`src/core/ucpc_pkg.sv`:
```
// package: register map, field layouts and types of the cell port configuration block
package ucpc_pkg;
    // register addresses and reset values
    localparam logic [15:0] ADDR_CFG = 16'h4000;
    localparam logic [15:0] ADDR_LUB = 16'h4002;
    localparam logic [15:0] CFG_RESET = 16'h0004;
    localparam logic [15:0] LUB_RESET = 16'h0000;
    localparam logic [15:0] LUB_MASK = 16'h03FF;
    localparam logic [15:0] READ_UNMAPPED = 16'h0000;
    // lookup bit count fields
    localparam int LUB_M_LO = 0;
    localparam int LUB_N_LO = 4;
    localparam int LUB_PAUSE_BIT = 9;
    localparam logic [3:0] VPI_BITS_MAX = 4'hC;
    localparam logic [4:0] VCI_BITS_MAX = 5'h10;
    // highest valid own address
    localparam logic [4:0] ADDR_MAX = 5'h1E;
    // header classification
    localparam logic [11:0] GFC_EXCL_MASK = 12'h0FF;
    localparam logic [15:0] VCI_F4_SEG = 16'h0003;
    localparam logic [15:0] VCI_F4_E2E = 16'h0004;
    localparam logic [1:0] PTI_OAM = 2'h2;
    // timing
    localparam int CLK_MHZ = 50;
    localparam int PAUSE_NS = 40;
    localparam int PAUSE_CYC = (PAUSE_NS * CLK_MHZ + 999) / 1000;
    localparam logic [1:0] PAUSE_LOAD = 2'(PAUSE_CYC - 1);

    // configuration register, bit 15 down to bit 0
    typedef struct packed {
        logic configured;
        logic [4:0] dev_addr;
        logic phy_end;
        logic tx_drv;
        logic clav_drv;
        logic keep_unknown;
        logic level1;
        logic eight_bit;
        logic keep_oam;
        logic clk_ext;
        logic uni;
        logic structured;
    } ucpc_cfg_t;

    // received cell header fields
    typedef struct packed {
        logic [3:0] gfc;
        logic [7:0] vpi;
        logic [15:0] vci;
        logic [2:0] pti;
        logic clp;
    } ucpc_hdr_t;

    // unstructured match values and enables
    typedef struct packed {
        logic [11:0] vp_val;
        logic [11:0] vp_enb;
        logic [15:0] vc_val;
        logic [15:0] vc_enb;
    } ucpc_match_t;

    typedef enum logic [1:0] {
        PS_RUN = 2'b01,
        PS_PAUSE = 2'b10
    } ucpc_pause_t;
endpackage

```
`src/core/ucpc_port_clock.sv`:
```
// one port clock pin: internal divider or synchronised external edge detect
`timescale 1ns/100ps
module ucpc_port_clock
    import ucpc_pkg::*;
(
    // system
    input wire logic clk,
    input wire logic reset,
    // control
    input wire logic drive_en,
    // pin
    input wire logic pin_in,
    output logic pin_out,
    output logic pin_oe,
    // edge of the port clock
    output logic rise
);
    logic s1_r, s2_r, s3_r, div_r, oe_r, rise_r;
    logic s3_nxt, div_nxt, oe_nxt, rise_nxt;

    // divider toggles every clock; external pin passes two flops first
    always_comb begin
        s3_nxt = s2_r;
        div_nxt = drive_en ? ~div_r : 1'b0;
        oe_nxt = drive_en;
        rise_nxt = drive_en ? (div_nxt & ~div_r) : (s2_r & ~s3_r);
    end

    always_ff @(posedge clk) begin
        if (reset) begin
            s1_r <= 1'b0;
            s2_r <= 1'b0;
            s3_r <= 1'b0;
            div_r <= 1'b0;
            oe_r <= 1'b0;
            rise_r <= 1'b0;
        end else begin
            s1_r <= pin_in;
            s2_r <= s1_r;
            s3_r <= s3_nxt;
            div_r <= div_nxt;
            oe_r <= oe_nxt;
            rise_r <= rise_nxt;
        end
    end

    assign pin_out = div_r;
    assign pin_oe = oe_r;
    assign rise = rise_r;
endmodule

```
`src/core/ucpc_top.sv`:
```
// cell port configuration registers, receive cell filter and pin control
`timescale 1ns/100ps
module ucpc_top
    import ucpc_pkg::*;
(
    // system
    input wire logic clk,
    input wire logic reset,
    // microprocessor port
    input wire logic cpu_cs,
    input wire logic cpu_wr,
    input wire logic [15:0] cpu_addr,
    input wire logic [15:0] cpu_wdata,
    output logic [15:0] cpu_rdata,
    // port clock pins
    input wire logic receive_port_clock_in,
    output logic receive_port_clock_out,
    output logic receive_port_clock_oe,
    input wire logic transmit_port_clock_in,
    output logic transmit_port_clock_out,
    output logic transmit_port_clock_oe,
    // address buses and handshake pins
    input wire logic [4:0] receive_address_bus,
    input wire logic [4:0] transmit_address_bus,
    output logic receive_enable_cell_avail,
    output logic receive_enable_cell_avail_oe,
    output logic transmit_enable_cell_avail,
    output logic transmit_enable_cell_avail_oe,
    output logic transmit_data_oe,
    // cell engine handshake levels
    input wire logic rx_clav_in,
    input wire logic tx_clav_in,
    input wire logic rx_enb_n_in,
    input wire logic tx_enb_n_in,
    input wire logic tx_active,
    input wire logic rx_cell_end,
    // header filter
    input wire logic hdr_valid,
    input wire ucpc_hdr_t hdr,
    input wire ucpc_match_t match,
    input wire logic lut_done,
    input wire logic lut_unknown,
    output logic verdict_valid,
    output logic verdict_keep,
    output logic verdict_lookup,
    output logic [15:0] lut_addr,
    // effective mode to the cell engine
    output ucpc_cfg_t port_mode
);
    ucpc_cfg_t cfg_r, cfg_nxt, eff_r, eff_nxt;
    logic [15:0] lub_r, lub_nxt, rdata_r, rdata_nxt;
    logic [4:0] rxa1_r, rxa2_r, txa1_r, txa2_r;
    logic rx_poll_r, rx_poll_nxt, tx_poll_r, tx_poll_nxt;
    logic rx_pin_r, rx_pin_nxt, rx_oe_r, rx_oe_nxt;
    logic tx_pin_r, tx_pin_nxt, tx_oe_r, tx_oe_nxt, txd_oe_r, txd_oe_nxt;
    logic vv_r, vv_nxt, vk_r, vk_nxt, vl_r, vl_nxt;
    logic [15:0] la_r, la_nxt;
    ucpc_pause_t ps_r, ps_nxt;
    logic [1:0] pcnt_r, pcnt_nxt;
    logic rx_rise, tx_rise, pause_en, multi_phy_operation, addr_ok;
    logic [11:0] vp_full;

    // a header is OAM by F5 payload type or F4 reserved channel
    function automatic logic is_oam(input ucpc_hdr_t h);
        is_oam = (h.pti[2:1] == PTI_OAM) || (h.vci == VCI_F4_SEG) || (h.vci == VCI_F4_E2E);
    endfunction

    // lookup index: low m VPI bits above low n VCI bits, counts capped
    function automatic logic [15:0] lut_index(input logic [11:0] vp, input logic [15:0] vc,
                                              input logic [3:0] m, input logic [4:0] n);
        logic [3:0] mc;
        logic [4:0] nc;
        logic [31:0] vp_part;
        logic [31:0] vc_part;
        mc = (m > VPI_BITS_MAX) ? VPI_BITS_MAX : m;
        nc = (n > VCI_BITS_MAX) ? VCI_BITS_MAX : n;
        vc_part = {16'h0000, vc} & ((32'h0000_0001 << nc) - 32'h0000_0001);
        vp_part = ({20'h00000, vp} & ((32'h0000_0001 << mc) - 32'h0000_0001)) << nc;
        lut_index = 16'(vp_part | vc_part);
    endfunction

    // port clock pins, one divider or edge detector each
    ucpc_port_clock u_rx_clk (
        .clk(clk),
        .reset(reset),
        .drive_en(!eff_r.clk_ext),
        .pin_in(receive_port_clock_in),
        .pin_out(receive_port_clock_out),
        .pin_oe(receive_port_clock_oe),
        .rise(rx_rise)
    );
    ucpc_port_clock u_tx_clk (
        .clk(clk),
        .reset(reset),
        .drive_en(!eff_r.clk_ext),
        .pin_in(transmit_port_clock_in),
        .pin_out(transmit_port_clock_out),
        .pin_oe(transmit_port_clock_oe),
        .rise(tx_rise)
    );

    // register writes, reads and the effective copy
    always_comb begin
        cfg_nxt = cfg_r;
        lub_nxt = lub_r;
        rdata_nxt = rdata_r;
        eff_nxt = cfg_r.configured ? cfg_r : ucpc_cfg_t'(CFG_RESET);
        if (cpu_cs && cpu_wr && cpu_addr == ADDR_CFG) begin
            cfg_nxt = ucpc_cfg_t'(cpu_wdata);
        end
        if (cpu_cs && cpu_wr && cpu_addr == ADDR_LUB) begin
            lub_nxt = cpu_wdata & LUB_MASK;
        end
        if (cpu_cs && !cpu_wr) begin
            case (cpu_addr)
                ADDR_CFG: rdata_nxt = cfg_r;
                ADDR_LUB: rdata_nxt = lub_r;
                default: rdata_nxt = READ_UNMAPPED;
            endcase
        end
    end

    always_ff @(posedge clk) begin
        if (reset) begin
            cfg_r <= ucpc_cfg_t'(CFG_RESET);
            lub_r <= LUB_RESET;
            rdata_r <= READ_UNMAPPED;
            eff_r <= ucpc_cfg_t'(CFG_RESET);
        end else begin
            cfg_r <= cfg_nxt;
            lub_r <= lub_nxt;
            rdata_r <= rdata_nxt;
            eff_r <= eff_nxt;
        end
    end

    // width, level and role go to the cell engine unchanged
    assign port_mode = eff_r;
    assign cpu_rdata = rdata_r;
    assign pause_en = lub_r[LUB_PAUSE_BIT] && eff_r.configured;
    assign multi_phy_operation = !eff_r.level1;
    assign addr_ok = eff_r.dev_addr <= ADDR_MAX;

    // per-cell pause state machine for the ATM-end receiver
    always_comb begin
        ps_nxt = ps_r;
        pcnt_nxt = pcnt_r;
        case (ps_r)
            PS_RUN: begin
                if (rx_cell_end && pause_en && !eff_r.phy_end) begin
                    ps_nxt = PS_PAUSE;
                    pcnt_nxt = PAUSE_LOAD;
                end
            end
            PS_PAUSE: begin
                if (pcnt_r == 2'h0) begin
                    ps_nxt = PS_RUN;
                end else begin
                    pcnt_nxt = pcnt_r - 2'h1;
                end
            end
            default: begin
                ps_nxt = PS_RUN;
                pcnt_nxt = 2'h0;
            end
        endcase
    end

    always_ff @(posedge clk) begin
        if (reset) begin
            ps_r <= PS_RUN;
            pcnt_r <= 2'h0;
        end else begin
            ps_r <= ps_nxt;
            pcnt_r <= pcnt_nxt;
        end
    end

    // polling, handshake pins and output enables
    always_comb begin
        rx_poll_nxt = rx_poll_r;
        tx_poll_nxt = tx_poll_r;
        if (rx_rise) begin
            rx_poll_nxt = addr_ok && (rxa2_r == eff_r.dev_addr);
        end
        if (tx_rise) begin
            tx_poll_nxt = addr_ok && (txa2_r == eff_r.dev_addr);
        end
        if (eff_r.phy_end) begin
            rx_pin_nxt = rx_clav_in;
            tx_pin_nxt = tx_clav_in;
            rx_oe_nxt = eff_r.configured && (eff_r.clav_drv || !multi_phy_operation || rx_poll_nxt);
            tx_oe_nxt = eff_r.configured && (eff_r.clav_drv || !multi_phy_operation || tx_poll_nxt);
        end else begin
            rx_pin_nxt = (ps_nxt == PS_PAUSE) ? 1'b1 : rx_enb_n_in;
            tx_pin_nxt = tx_enb_n_in;
            rx_oe_nxt = eff_r.configured;
            tx_oe_nxt = eff_r.configured;
        end
        txd_oe_nxt = eff_r.configured && (eff_r.tx_drv || tx_active);
    end

    always_ff @(posedge clk) begin
        if (reset) begin
            rxa1_r <= 5'h00;
            rxa2_r <= 5'h00;
            txa1_r <= 5'h00;
            txa2_r <= 5'h00;
            rx_poll_r <= 1'b0;
            tx_poll_r <= 1'b0;
            rx_pin_r <= 1'b1;
            tx_pin_r <= 1'b1;
            rx_oe_r <= 1'b0;
            tx_oe_r <= 1'b0;
            txd_oe_r <= 1'b0;
        end else begin
            rxa1_r <= receive_address_bus;
            rxa2_r <= rxa1_r;
            txa1_r <= transmit_address_bus;
            txa2_r <= txa1_r;
            rx_poll_r <= rx_poll_nxt;
            tx_poll_r <= tx_poll_nxt;
            rx_pin_r <= rx_pin_nxt;
            tx_pin_r <= tx_pin_nxt;
            rx_oe_r <= rx_oe_nxt;
            tx_oe_r <= tx_oe_nxt;
            txd_oe_r <= txd_oe_nxt;
        end
    end

    assign receive_enable_cell_avail = rx_pin_r;
    assign receive_enable_cell_avail_oe = rx_oe_r;
    assign transmit_enable_cell_avail = tx_pin_r;
    assign transmit_enable_cell_avail_oe = tx_oe_r;
    assign transmit_data_oe = txd_oe_r;

    // header filter: OAM, unstructured match, lookup and unknown route
    assign vp_full = {hdr.gfc, hdr.vpi};
    always_comb begin
        logic [11:0] vp_mask;
        logic hit;
        vp_mask = match.vp_enb & (eff_r.uni ? GFC_EXCL_MASK : 12'hFFF);
        hit = (((vp_full ^ match.vp_val) & vp_mask) == 12'h000)
            && (((hdr.vci ^ match.vc_val) & match.vc_enb) == 16'h0000);
        vv_nxt = 1'b0;
        vk_nxt = vk_r;
        vl_nxt = vl_r;
        la_nxt = la_r;
        if (hdr_valid && eff_r.configured) begin
            vv_nxt = 1'b1;
            la_nxt = lut_index(vp_full, hdr.vci, lub_r[LUB_M_LO +: 4], lub_r[LUB_N_LO +: 5]);
            if (is_oam(hdr) && !eff_r.keep_oam) begin
                vk_nxt = 1'b0;
                vl_nxt = 1'b0;
            end else if (eff_r.structured) begin
                vk_nxt = 1'b0;
                vl_nxt = 1'b1;
            end else begin
                vk_nxt = hit;
                vl_nxt = !hit;
            end
        end else if (lut_done && eff_r.configured) begin
            vv_nxt = 1'b1;
            vl_nxt = 1'b0;
            vk_nxt = lut_unknown ? eff_r.keep_unknown : 1'b1;
        end
    end

    always_ff @(posedge clk) begin
        if (reset) begin
            vv_r <= 1'b0;
            vk_r <= 1'b0;
            vl_r <= 1'b0;
            la_r <= 16'h0000;
        end else begin
            vv_r <= vv_nxt;
            vk_r <= vk_nxt;
            vl_r <= vl_nxt;
            la_r <= la_nxt;
        end
    end

    assign verdict_valid = vv_r;
    assign verdict_keep = vk_r;
    assign verdict_lookup = vl_r;
    assign lut_addr = la_r;
endmodule

```
`config.mk`:
```
export PLATFORM = sky130hd
export DESIGN_NAME = ucpc_top
export DESIGN_NICKNAME = d
export VERILOG_FILES = /design/src/core/ucpc_pkg.sv /design/src/core/ucpc_port_clock.sv /design/src/core/ucpc_top.sv
export SDC_FILE = /design/constraint.sdc
export NUM_CORES = 1
export LEC_CHECK = 0
export BUFFER_PORTS_ARGS = -buffer_cell sky130_fd_sc_hd__buf_2
export CORE_ASPECT_RATIO = 1.1
export CORE_MARGIN = 2
export CORE_UTILIZATION = 45
export DETAILED_ROUTE_END_ITERATION = 10
export PLACE_DENSITY = 0.73
export SLEW_MARGIN = 20
export SYNTH_ARGS = -nofsm -noshare
export SYNTH_HDL_FRONTEND = slang
export SYNTH_SLANG_ARGS = --single-unit
```
`constraint.sdc`:
```
create_clock -name clk -period 3.7 [get_ports clk]
set_clock_uncertainty 0.15 [all_clocks]
set_input_delay 0.925 -clock clk [delete_from_list [all_inputs] [get_ports clk]]
set_output_delay 0.925 -clock clk [all_outputs]
set_load 0.05 [all_outputs]
```
**Word-level counts from Yosys, hierarchy flattened**

Index checks and enable logic that the tools add are counted.

- $lt $le $gt $ge: 3
- Bitwise operators: 17
- Shifts and indexed selects: 3
- Add/subtract/negate cells: 3
- Multiplexer cells: 33
- Equal/unequal tests: 12
- Reductions and logical operators: 33

Operators by type and width:

| kind | number |
|---|---|
| $and A12 B32 Y32 | 1 |
| $and A16 B16 Y16 | 2 |
| $eq A16 B15 Y1 const B | 2 |
| $pmux W16 S2 | 1 |
| $shl A1 B4 Y32 const A | 1 |
| $shl A32 B5 Y16 | 1 |
| $sub A32 B1 Y32 const B | 1 |
| $and A12 B12 Y12 | 2 |
| $mux W1 | 22 |
| $eq A16 B2 Y1 const B | 1 |
| $eq A16 B3 Y1 const B | 1 |
| $logic_and A1 B1 Y1 | 16 |
| $logic_not A16 Y1 | 1 |
| $mux W16 | 1 |
| $or A16 B16 Y16 | 1 |
| $shl A1 B5 Y16 const A | 1 |
| $sub A16 B1 Y16 const B | 1 |
| $xor A16 B16 Y16 | 1 |
| $logic_not A12 Y1 | 1 |
| $mux W12 | 1 |
| $xor A12 B12 Y12 | 1 |
| $eq A5 B5 Y1 | 2 |
| $mux W2 | 4 |
| $pmux W2 S2 | 2 |
| other kinds (17) | 36 |

- Word-level logic and storage cells: 158
- Register bits: 119

**Logic depth before layout (Yosys ltp)**

Gate-level depths: netlist (run 1).

- Word-level depth: 9
- Gate-level depth with buffers: 13
- Mapped depth without buffers: 11

**By module**

Synthesis (run 1) repeated with hierarchy kept, for this count alone.

- Cells, all modules: 722
- Area, all modules: 6,002.0 µm²

Modules (own cells, without submodules):

| module | times used | sequential area each (µm²) | area each (µm²) | cells an instance |
|---|---|---|---|---|
| ucpc_top | 1 | 2,162.1 | 5,654.2 | 694 |
| ucpc_port_clock | 2 | 120.1 | 173.9 | 14 |

**Worst setup path after synthesis (run 1)**

OpenSTA, ideal clock, no wires.

- Path type: flip-flop to flip-flop
- Start: register lub_r[3]
- End: register la_r[11], in the netlist lut_addr[11]
- Path slack: 0.815 ns
- Arrival time: 2.649 ns
- Setup time: 0.086 ns
- Path buffers: 2
- Period minus slack after synthesis: 2.885 ns
- Cell stages (with the launch flop): 11
- Required time: 3.464 ns
- Cells stage by stage: dfxtp_1 buf_2 buf_4 or4b_2 ha_1 or3_1 a21oi_2 a311oi_2 a221oi_2 a221oi_1 a221oi_2

- Cells in the longest elaborated chain, start to end: 7

RTL lines:

| element | RTL line | source |
|---|---|---|
| from (decl) | ucpc_top.sv:51 | `logic [15:0] lub_r, lub_nxt, rdata_r, rdata_nxt;` |
| from (signal assigned) | ucpc_top.sv:131 | `lub_r <= lub_nxt;` |
| $gt A4 B4 Y1 | ucpc_top.sv:75 | `mc = (m > VPI_BITS_MAX) ? VPI_BITS_MAX : m;` |
| $mux W4 (*) | ucpc_top.sv:75 |  |
| $shl A1 B4 Y32 (*) | ucpc_top.sv:78 | `vp_part = ({20'h00000, vp} & ((32'h0000_0001 << mc) - 32'h0000_0001)) << nc;` |
| $sub A32 B1 Y32 (*) | ucpc_top.sv:78 |  |
| $and A12 B32 Y32 (*) | ucpc_top.sv:78 |  |
| $shl A32 B5 Y16 (*) | ucpc_top.sv:78 |  |
| $or A16 B16 Y16 (*) | ucpc_top.sv:79 | `lut_index = 16'(vp_part \| vc_part);` |
| to (signal assigned) | ucpc_top.sv:279 | `la_r <= la_nxt;` |
| to (decl) | ucpc_top.sv:57 | `logic [15:0] la_r, la_nxt;` |

Every way passes the cells marked *; elsewhere a longest branch is shown, timed or not.
A chain may end at the register's enable or synchronous reset.

**Final worst setup path (run 1)**

- Start: register lub_r[0]
- End: register la_r[11], in the netlist lut_addr[11]

Same word-level chain as after synthesis.

==> results of run 1 <==
[stage by stage]
| stage | hold WS [ns] | instances | total power [mW] | setup WS, ns | util |
|---|---|---|---|---|---|
| 3_5_place_dp | 0.265 | 1050 | 1.58 | 0.583 | 0.543 |
| 6_report | 0.270 | 1082 | 3.15 | 0.533 | 0.588 |
| 5_1_grt | 0.286 | 1082 | 3.27 | 0.375 | 0.588 |
| 3_3_place_gp | 0.261 | 1050 | 1.58 | 0.624 | 0.543 |
| 4_1_cts | 0.273 | 1082 | 3.18 | 0.595 | 0.588 |
| 2_1_floorplan | 0.264 | 715 | 1.46 | 0.815 | - |
[critical path: stages, from the launching register on]
cell and delay [ns]:
dfxtp_1 0.57, or4b_2 0.64, ha_1 0.31, or3_1 0.35, a21oi_2 0.15, a311oi_2 0.08
a221oi_2 0.42, a221oi_1 0.17, a221oi_2 0.24
[final timing paths]
path / startpoint / endpoint / slack (ns) / cells after the start
worst max-delay path: lub_r[0] / lut_addr[11] / 0.53 / 8
worst max register to register: lub_r[0] / lut_addr[11] / 0.53 / 8
worst min register to register: u_rx_clk.pin_out / u_rx_clk.pin_out / 0.27 / 1
worst min-delay path: u_rx_clk.pin_out / u_rx_clk.pin_out / 0.27 / 1
[synthesized netlist by cell type, drive strengths merged (6+ instances only)]
| master | n |
|---|---|
| nand4 | 8 |
| dfxtp | 119 |
| nand3 | 22 |
| and3 | 6 |
| buf | 22 |
| nor3 | 16 |
| nand2 | 82 |
| nor2 | 56 |
| o211ai | 6 |
| clkbuf | 28 |
| a221oi | 20 |
| nor4 | 10 |
| nand2b | 9 |
| and2 | 16 |
| mux2i | 19 |
| a21oi | 56 |
| xor2 | 32 |
| xnor2 | 7 |
| nor2b | 35 |
| o21ai | 46 |
| inv | 15 |
| a22oi | 13 |
[cells by family (layout without fill, tap and decap cells)]
group | after synthesis | after routing | share of synthesized area
buf+inv | 66 | 272 | 0.0494
xor+xnor | 39 | 39 | 0.0574
flops | 119 | 119 | 0.401
compound gates | 187 | 187 | 0.212
simple gates | 277 | 277 | 0.233
mux | 22 | 22 | 0.0377
fa+ha+maj | 5 | 5 | 0.0105
[state kept, by name, summed over array words and instances, names as in the netlist, 2 cells and up]
signal and cells:
rxa2_r 5, txa2_r 5, cpu_rdata 16, lub_r 10, pcnt_r 2, txa1_r 5, cfg_r 16, lut_addr 16
port_mode 16, rxa1_r 5, ps_r 2
[power groups by stage]
stage          Clock, mW  Combinational (mW)  Sequential (mW)
6_report            1.60               0.245             1.31
5_1_grt             1.69               0.267             1.31
4_1_cts             1.63               0.246             1.31
3_5_place_dp           0               0.244             1.34
3_3_place_gp           0               0.242             1.34
2_1_floorplan          0              0.0925             1.36
[cell type report]
| cell class | count | area, um2 |
|---|---|---|
| tap | 161 | 201 |
| clock inverter | 13 | 136 |
| multi-input combinational | 530 | 3270 |
| inverter | 16 | 60.1 |
| clock buffer | 19 | 443 |
| sequential | 119 | 2380 |
| timing repair buffer | 224 | 1180 |
| fill | 1194 | 5380 |
[metal layers]
metal  global-route usage  part of all wire
met5                    0                 0
met4                0.103             0.026
met3               0.0774             0.091
met2                0.411              0.48
met1                0.284              0.40
==> flow_metrics.env, run 1 <==
export IMPL_synth_area_leaders="dfxtp_1 (40%), nand2_1 (5.2%), xor2_1 (4.7%), a21oi_1 (4.6%), nor2b_1 (3.7%)"
export IMPL_cts_setup_buffers=0
export IMPL_numCtsBuffers=17
export IMPL_min_period_ns=3.17
export IMPL_start_util=0.456
export IMPL_cp_required_ns=3.88
export IMPL_drt_first_pass_iters=5
export IMPL_synth_avg_cell_area_um2=8.32
export IMPL_die_h_um=125
export IMPL_cts_resized=0
export IMPL_status="complete, no violations"
export IMPL_critPathCaptureType="register"
export IMPL_p_int_mw=2.38
export IMPL_cap_violations=0
export IMPL_cts_sinks=119
export IMPL_rows=44
export IMPL_fin_area_um2=7670
export IMPL_leakagePower_nw=3.41
export IMPL_port_buffers=202
export IMPL_synthFlopType="dfxtp_1"
export IMPL_layout_commonest_cell="buf_2"
export IMPL_drt_total_wl_mm=17.4
export IMPL_clkLatencyLatePin_ns=0.41
export IMPL_core_um2=13000
export IMPL_ctsHoldBuffers=0
export IMPL_cts_buffer_depth=2
export IMPL_cts_tree="done"
export IMPL_rsz0062_at_grt="false"
export IMPL_period_share=0.856
export IMPL_netlist_area_um2=5950
export IMPL_hpwl_mm=13.0
export IMPL_p_seq_frac=0.416
export IMPL_syn_instance_count=715
export IMPL_combPwrFrac=0.078
export IMPL_timing_fmax_mhz=316
export IMPL_cp_start_kind="register"
export IMPL_cts_root_buf="clkbuf_16"
export IMPL_power_density_nw_per_um2=411
export IMPL_ys_ff_latch=119
export IMPL_path_clk_slew_ns=0.06
export IMPL_crit_type="reg -> reg"
export IMPL_final_cell_mix="buf_2 (202), dfxtp_1 (119), nand2_1 (82)"
export IMPL_critPathMaxFanout=11
export IMPL_wl_per_cell_um=16.1
export IMPL_ant_nets=0
export IMPL_relSlewSlack=0.535
export IMPL_cts_htree_levels=4
export IMPL_grt_max_degree=35
export IMPL_grt_pass1_vias=5560
export IMPL_slew_violations=0
export IMPL_switching_share=0.246
export IMPL_drive_gt1_frac=0.300
export IMPL_p_switching_uw=776
export IMPL_synth_edf_count=0
export IMPL_grtUsageTotal=0.244
export IMPL_drt_iter0_markers=343
export IMPL_die_w_um=114
export IMPL_grt_pass1_wl_mm=27.4
export IMPL_area_growth_pct=29.0
export IMPL_arrival_ns=3.34
export IMPL_avgViaCountPerCell=5.52
export IMPL_nets=1058
export IMPL_fin_tns_setup_ns=0
export IMPL_synth_top_area_frac=0.401
export IMPL_syn_num_nets=865
export IMPL_tightest_slew_ns=0.697
export IMPL_seq_area_frac_synth=0.401
export IMPL_hold_viol=0
export IMPL_ios=205
export IMPL_dieArea_um2=14200
export IMPL_hold_path_class="reg -> reg"
export IMPL_gp_congestion=0.990
export IMPL_place_area_um2=7090
export IMPL_setup_violations=0
export IMPL_grt_ovfl_total=0
export IMPL_synth_top_cell_by_area="dfxtp_1"
export IMPL_diodes=0
export IMPL_drc=0
export IMPL_antenna_found_initial=0
export IMPL_yosysWarningCount=0
export IMPL_async_reset_ff_frac=0
export IMPL_vdd_drop_max_mv=0.316
export IMPL_num_vias=5969
export IMPL_synth_cell_types=72
export IMPL_clkPwrFrac=0.506
Power figures use the tool's default switching activity.
==> inputs of run 2 (changes only) <==
--- a/config.mk
+++ b/config.mk
@@ -8,9 +8,10 @@
 export BUFFER_PORTS_ARGS = -buffer_cell sky130_fd_sc_hd__buf_2
 export CORE_ASPECT_RATIO = 1.1
 export CORE_MARGIN = 2
-export CORE_UTILIZATION = 45
+export CORE_UTILIZATION = 51
 export DETAILED_ROUTE_END_ITERATION = 10
-export PLACE_DENSITY = 0.73
+export MAX_ROUTING_LAYER = met4
+export PLACE_DENSITY = 0.81
 export SLEW_MARGIN = 20
 export SYNTH_ARGS = -nofsm -noshare
 export SYNTH_HDL_FRONTEND = slang
==> run 2 against run 1 <==
  * First-iteration DRC count grew 2.0%
  * Sequential power is essentially flat
  * Worst hold slack gained 0.0087 ns
  * Largest power group unchanged
==> flow_metrics.env, run 2 (synthesis gave the netlist of run 1 again) <==
export IMPL_critPathCaptureType="register"
export IMPL_port_buffers=202
export IMPL_numCtsBuffers=17
export IMPL_slowest_stage="or4b_2"
export IMPL_fin_ws_ns=0.466
export IMPL_final_cell_mix="buf_2 (202), dfxtp_1 (119), nand2_1 (82)"
export IMPL_cpPeakStageDelay_ns=0.63
export IMPL_cts_htree_levels=4
export IMPL_crit_top_cell="a221oi_2"
export IMPL_gp_congestion=0.978
export IMPL_ctsHoldBuffers=0
export IMPL_rsz0062_at_grt="false"
export IMPL_status="complete, no violations"
export IMPL_slew_violations=0
export IMPL_nets=1052
export IMPL_wl_per_cell_um=16.3
export IMPL_tightest_slew_ns=0.924
export IMPL_cap_violations=0
export IMPL_antenna_found_initial=0
export IMPL_crit_type="reg -> reg"
export IMPL_drt_iter0_markers=350
export IMPL_hold_viol=0
export IMPL_cp_start_kind="register"
export IMPL_cts_tree="done"
export IMPL_path_cells="or4b_2, ha_1, or3_1, a21oi_2, a311oi_2, a221oi_2, a221oi_1, a221oi_2"
export IMPL_cts_setup_buffers=0
export IMPL_p_switching_uw=810
export IMPL_p_total_mw=3.17
export IMPL_clkLatencyLatePin_ns=0.42
export IMPL_start_util=0.520
export IMPL_cts_resized=0
export IMPL_grt_pass1_wl_mm=27.2
export IMPL_period_share=0.874
export IMPL_hold_path_class="reg -> reg"
export IMPL_path_clk_slew_ns=0.06
export IMPL_die_w_um=107
export IMPL_r2r_start="lub_r[0]"
export IMPL_cts_sinks=119
export IMPL_grt_pass1_vias=5470
export IMPL_cts_root_buf="clkbuf_16"
export IMPL_rrSetupSlack_ns=0.47
export IMPL_relSlewSlack=0.383
export IMPL_rows=41
export IMPL_ios=205
export IMPL_die_h_um=117
export IMPL_switching_share=0.255
export IMPL_drt_first_pass_iters=5
export IMPL_hpwl_mm=12.6
export IMPL_grtUsageTotal=0.286
export IMPL_num_vias=5993
export IMPL_dieArea_um2=12500
export IMPL_layout_commonest_cell="buf_2"
export IMPL_p_int_mw=2.36
export IMPL_critPathMaxFanout=11
export IMPL_cp_num_buf_inv=0
export IMPL_clkPwrFrac=0.509
export IMPL_power_density_nw_per_um2=416
export IMPL_diodes=0
export IMPL_r2r_end="lut_addr[11]"
export IMPL_timing_fmax_mhz=309
export IMPL_arrival_ns=3.40
export IMPL_dp_slack_ns=0.536
export IMPL_avgViaCountPerCell=5.63
export IMPL_r2r_cells=8
export IMPL_drt_total_wl_mm=17.4
export IMPL_path_delay_family="compound AO/OA/AOI/OAI gates"
export IMPL_grt_ovfl_total=0
export IMPL_core_um2=11400
export IMPL_combPwrFrac=0.077
export IMPL_vdd_drop_max_mv=0.329
export IMPL_grt_max_degree=76
export IMPL_setup_violations=0
export IMPL_whs_endpoint="u_tx_clk.pin_out"
export IMPL_ant_nets=0
export IMPL_min_delay_start="u_tx_clk.pin_out"
export IMPL_whs_path_depth=1
export IMPL_area_growth_pct=28.0
export IMPL_drive_gt1_frac=0.296
export IMPL_min_period_ns=3.23
export IMPL_fin_tns_setup_ns=0
export IMPL_p_seq_frac=0.414
export IMPL_drc=0
export IMPL_leakagePower_nw=3.37
export IMPL_cts_buffer_depth=2
export IMPL_cp_required_ns=3.87
## run 2: worst max path at each step
stage                     startpoint  depth (start not counted)           end
after floorplan             lub_r[3]                         10  lut_addr[11]
after global placement      lub_r[2]                          8  lut_addr[11]
after detailed placement    lub_r[2]                          8  lut_addr[11]
after global routing        lub_r[0]                          8  lut_addr[11]
final                       lub_r[0]                          8  lut_addr[11]
after CTS                   lub_r[0]                          8  lut_addr[11]
## run 2: final cells by class
class / instances / area (um2)
clock buffers: 17 / 425
repair buffers: 218 / 1130
fillers: 1027 / 3820
well taps: 150 / 188
clock inverters: 15 / 158
inverters: 16 / 60.1
flip-flops and latches: 119 / 2380
multi-input cells: 530 / 3270
## run 2: layer usage
metal | vias up | track usage | share of wire
met1 | 2747 | 0.337 | 0.40
met3 | 44 | 0.0653 | 0.085
met4 | 0 | 0.127 | 0.034
met5 | - | - | 0
li1 | 2918 | - | -
met2 | 284 | 0.472 | 0.48
## run 2: through the flow
| step | util | hold WS (ns) | instances | area, um2 |
|---|---|---|---|---|
| 2_1_floorplan | - | 0.264 | 715 | 5950 |
| 6_report | 0.666 | 0.279 | 1065 | 7610 |
| 5_1_grt | 0.666 | 0.300 | 1065 | 7610 |
| 3_3_place_gp | 0.615 | 0.259 | 1033 | 7030 |
| 4_1_cts | 0.666 | 0.280 | 1065 | 7610 |
| 3_5_place_dp | 0.615 | 0.265 | 1033 | 7030 |
## run 2: power by group through the flow
stage,registers [mW],clock network [mW],logic (mW)
floorplan,1.36,0,0.0925
finish,1.31,1.61,0.244
detailed placement,1.34,0,0.243
global route,1.31,1.69,0.265
global placement,1.34,0,0.240
CTS,1.31,1.63,0.244
## run 2: worst reg2reg max path, stage by stage, from the launching register on
cell      delay, ns
dfxtp_1        0.59
or4b_2         0.64
ha_1           0.31
or3_1          0.35
a21oi_2        0.15
a311oi_2       0.09
a221oi_2       0.43
a221oi_1       0.18
a221oi_2       0.28
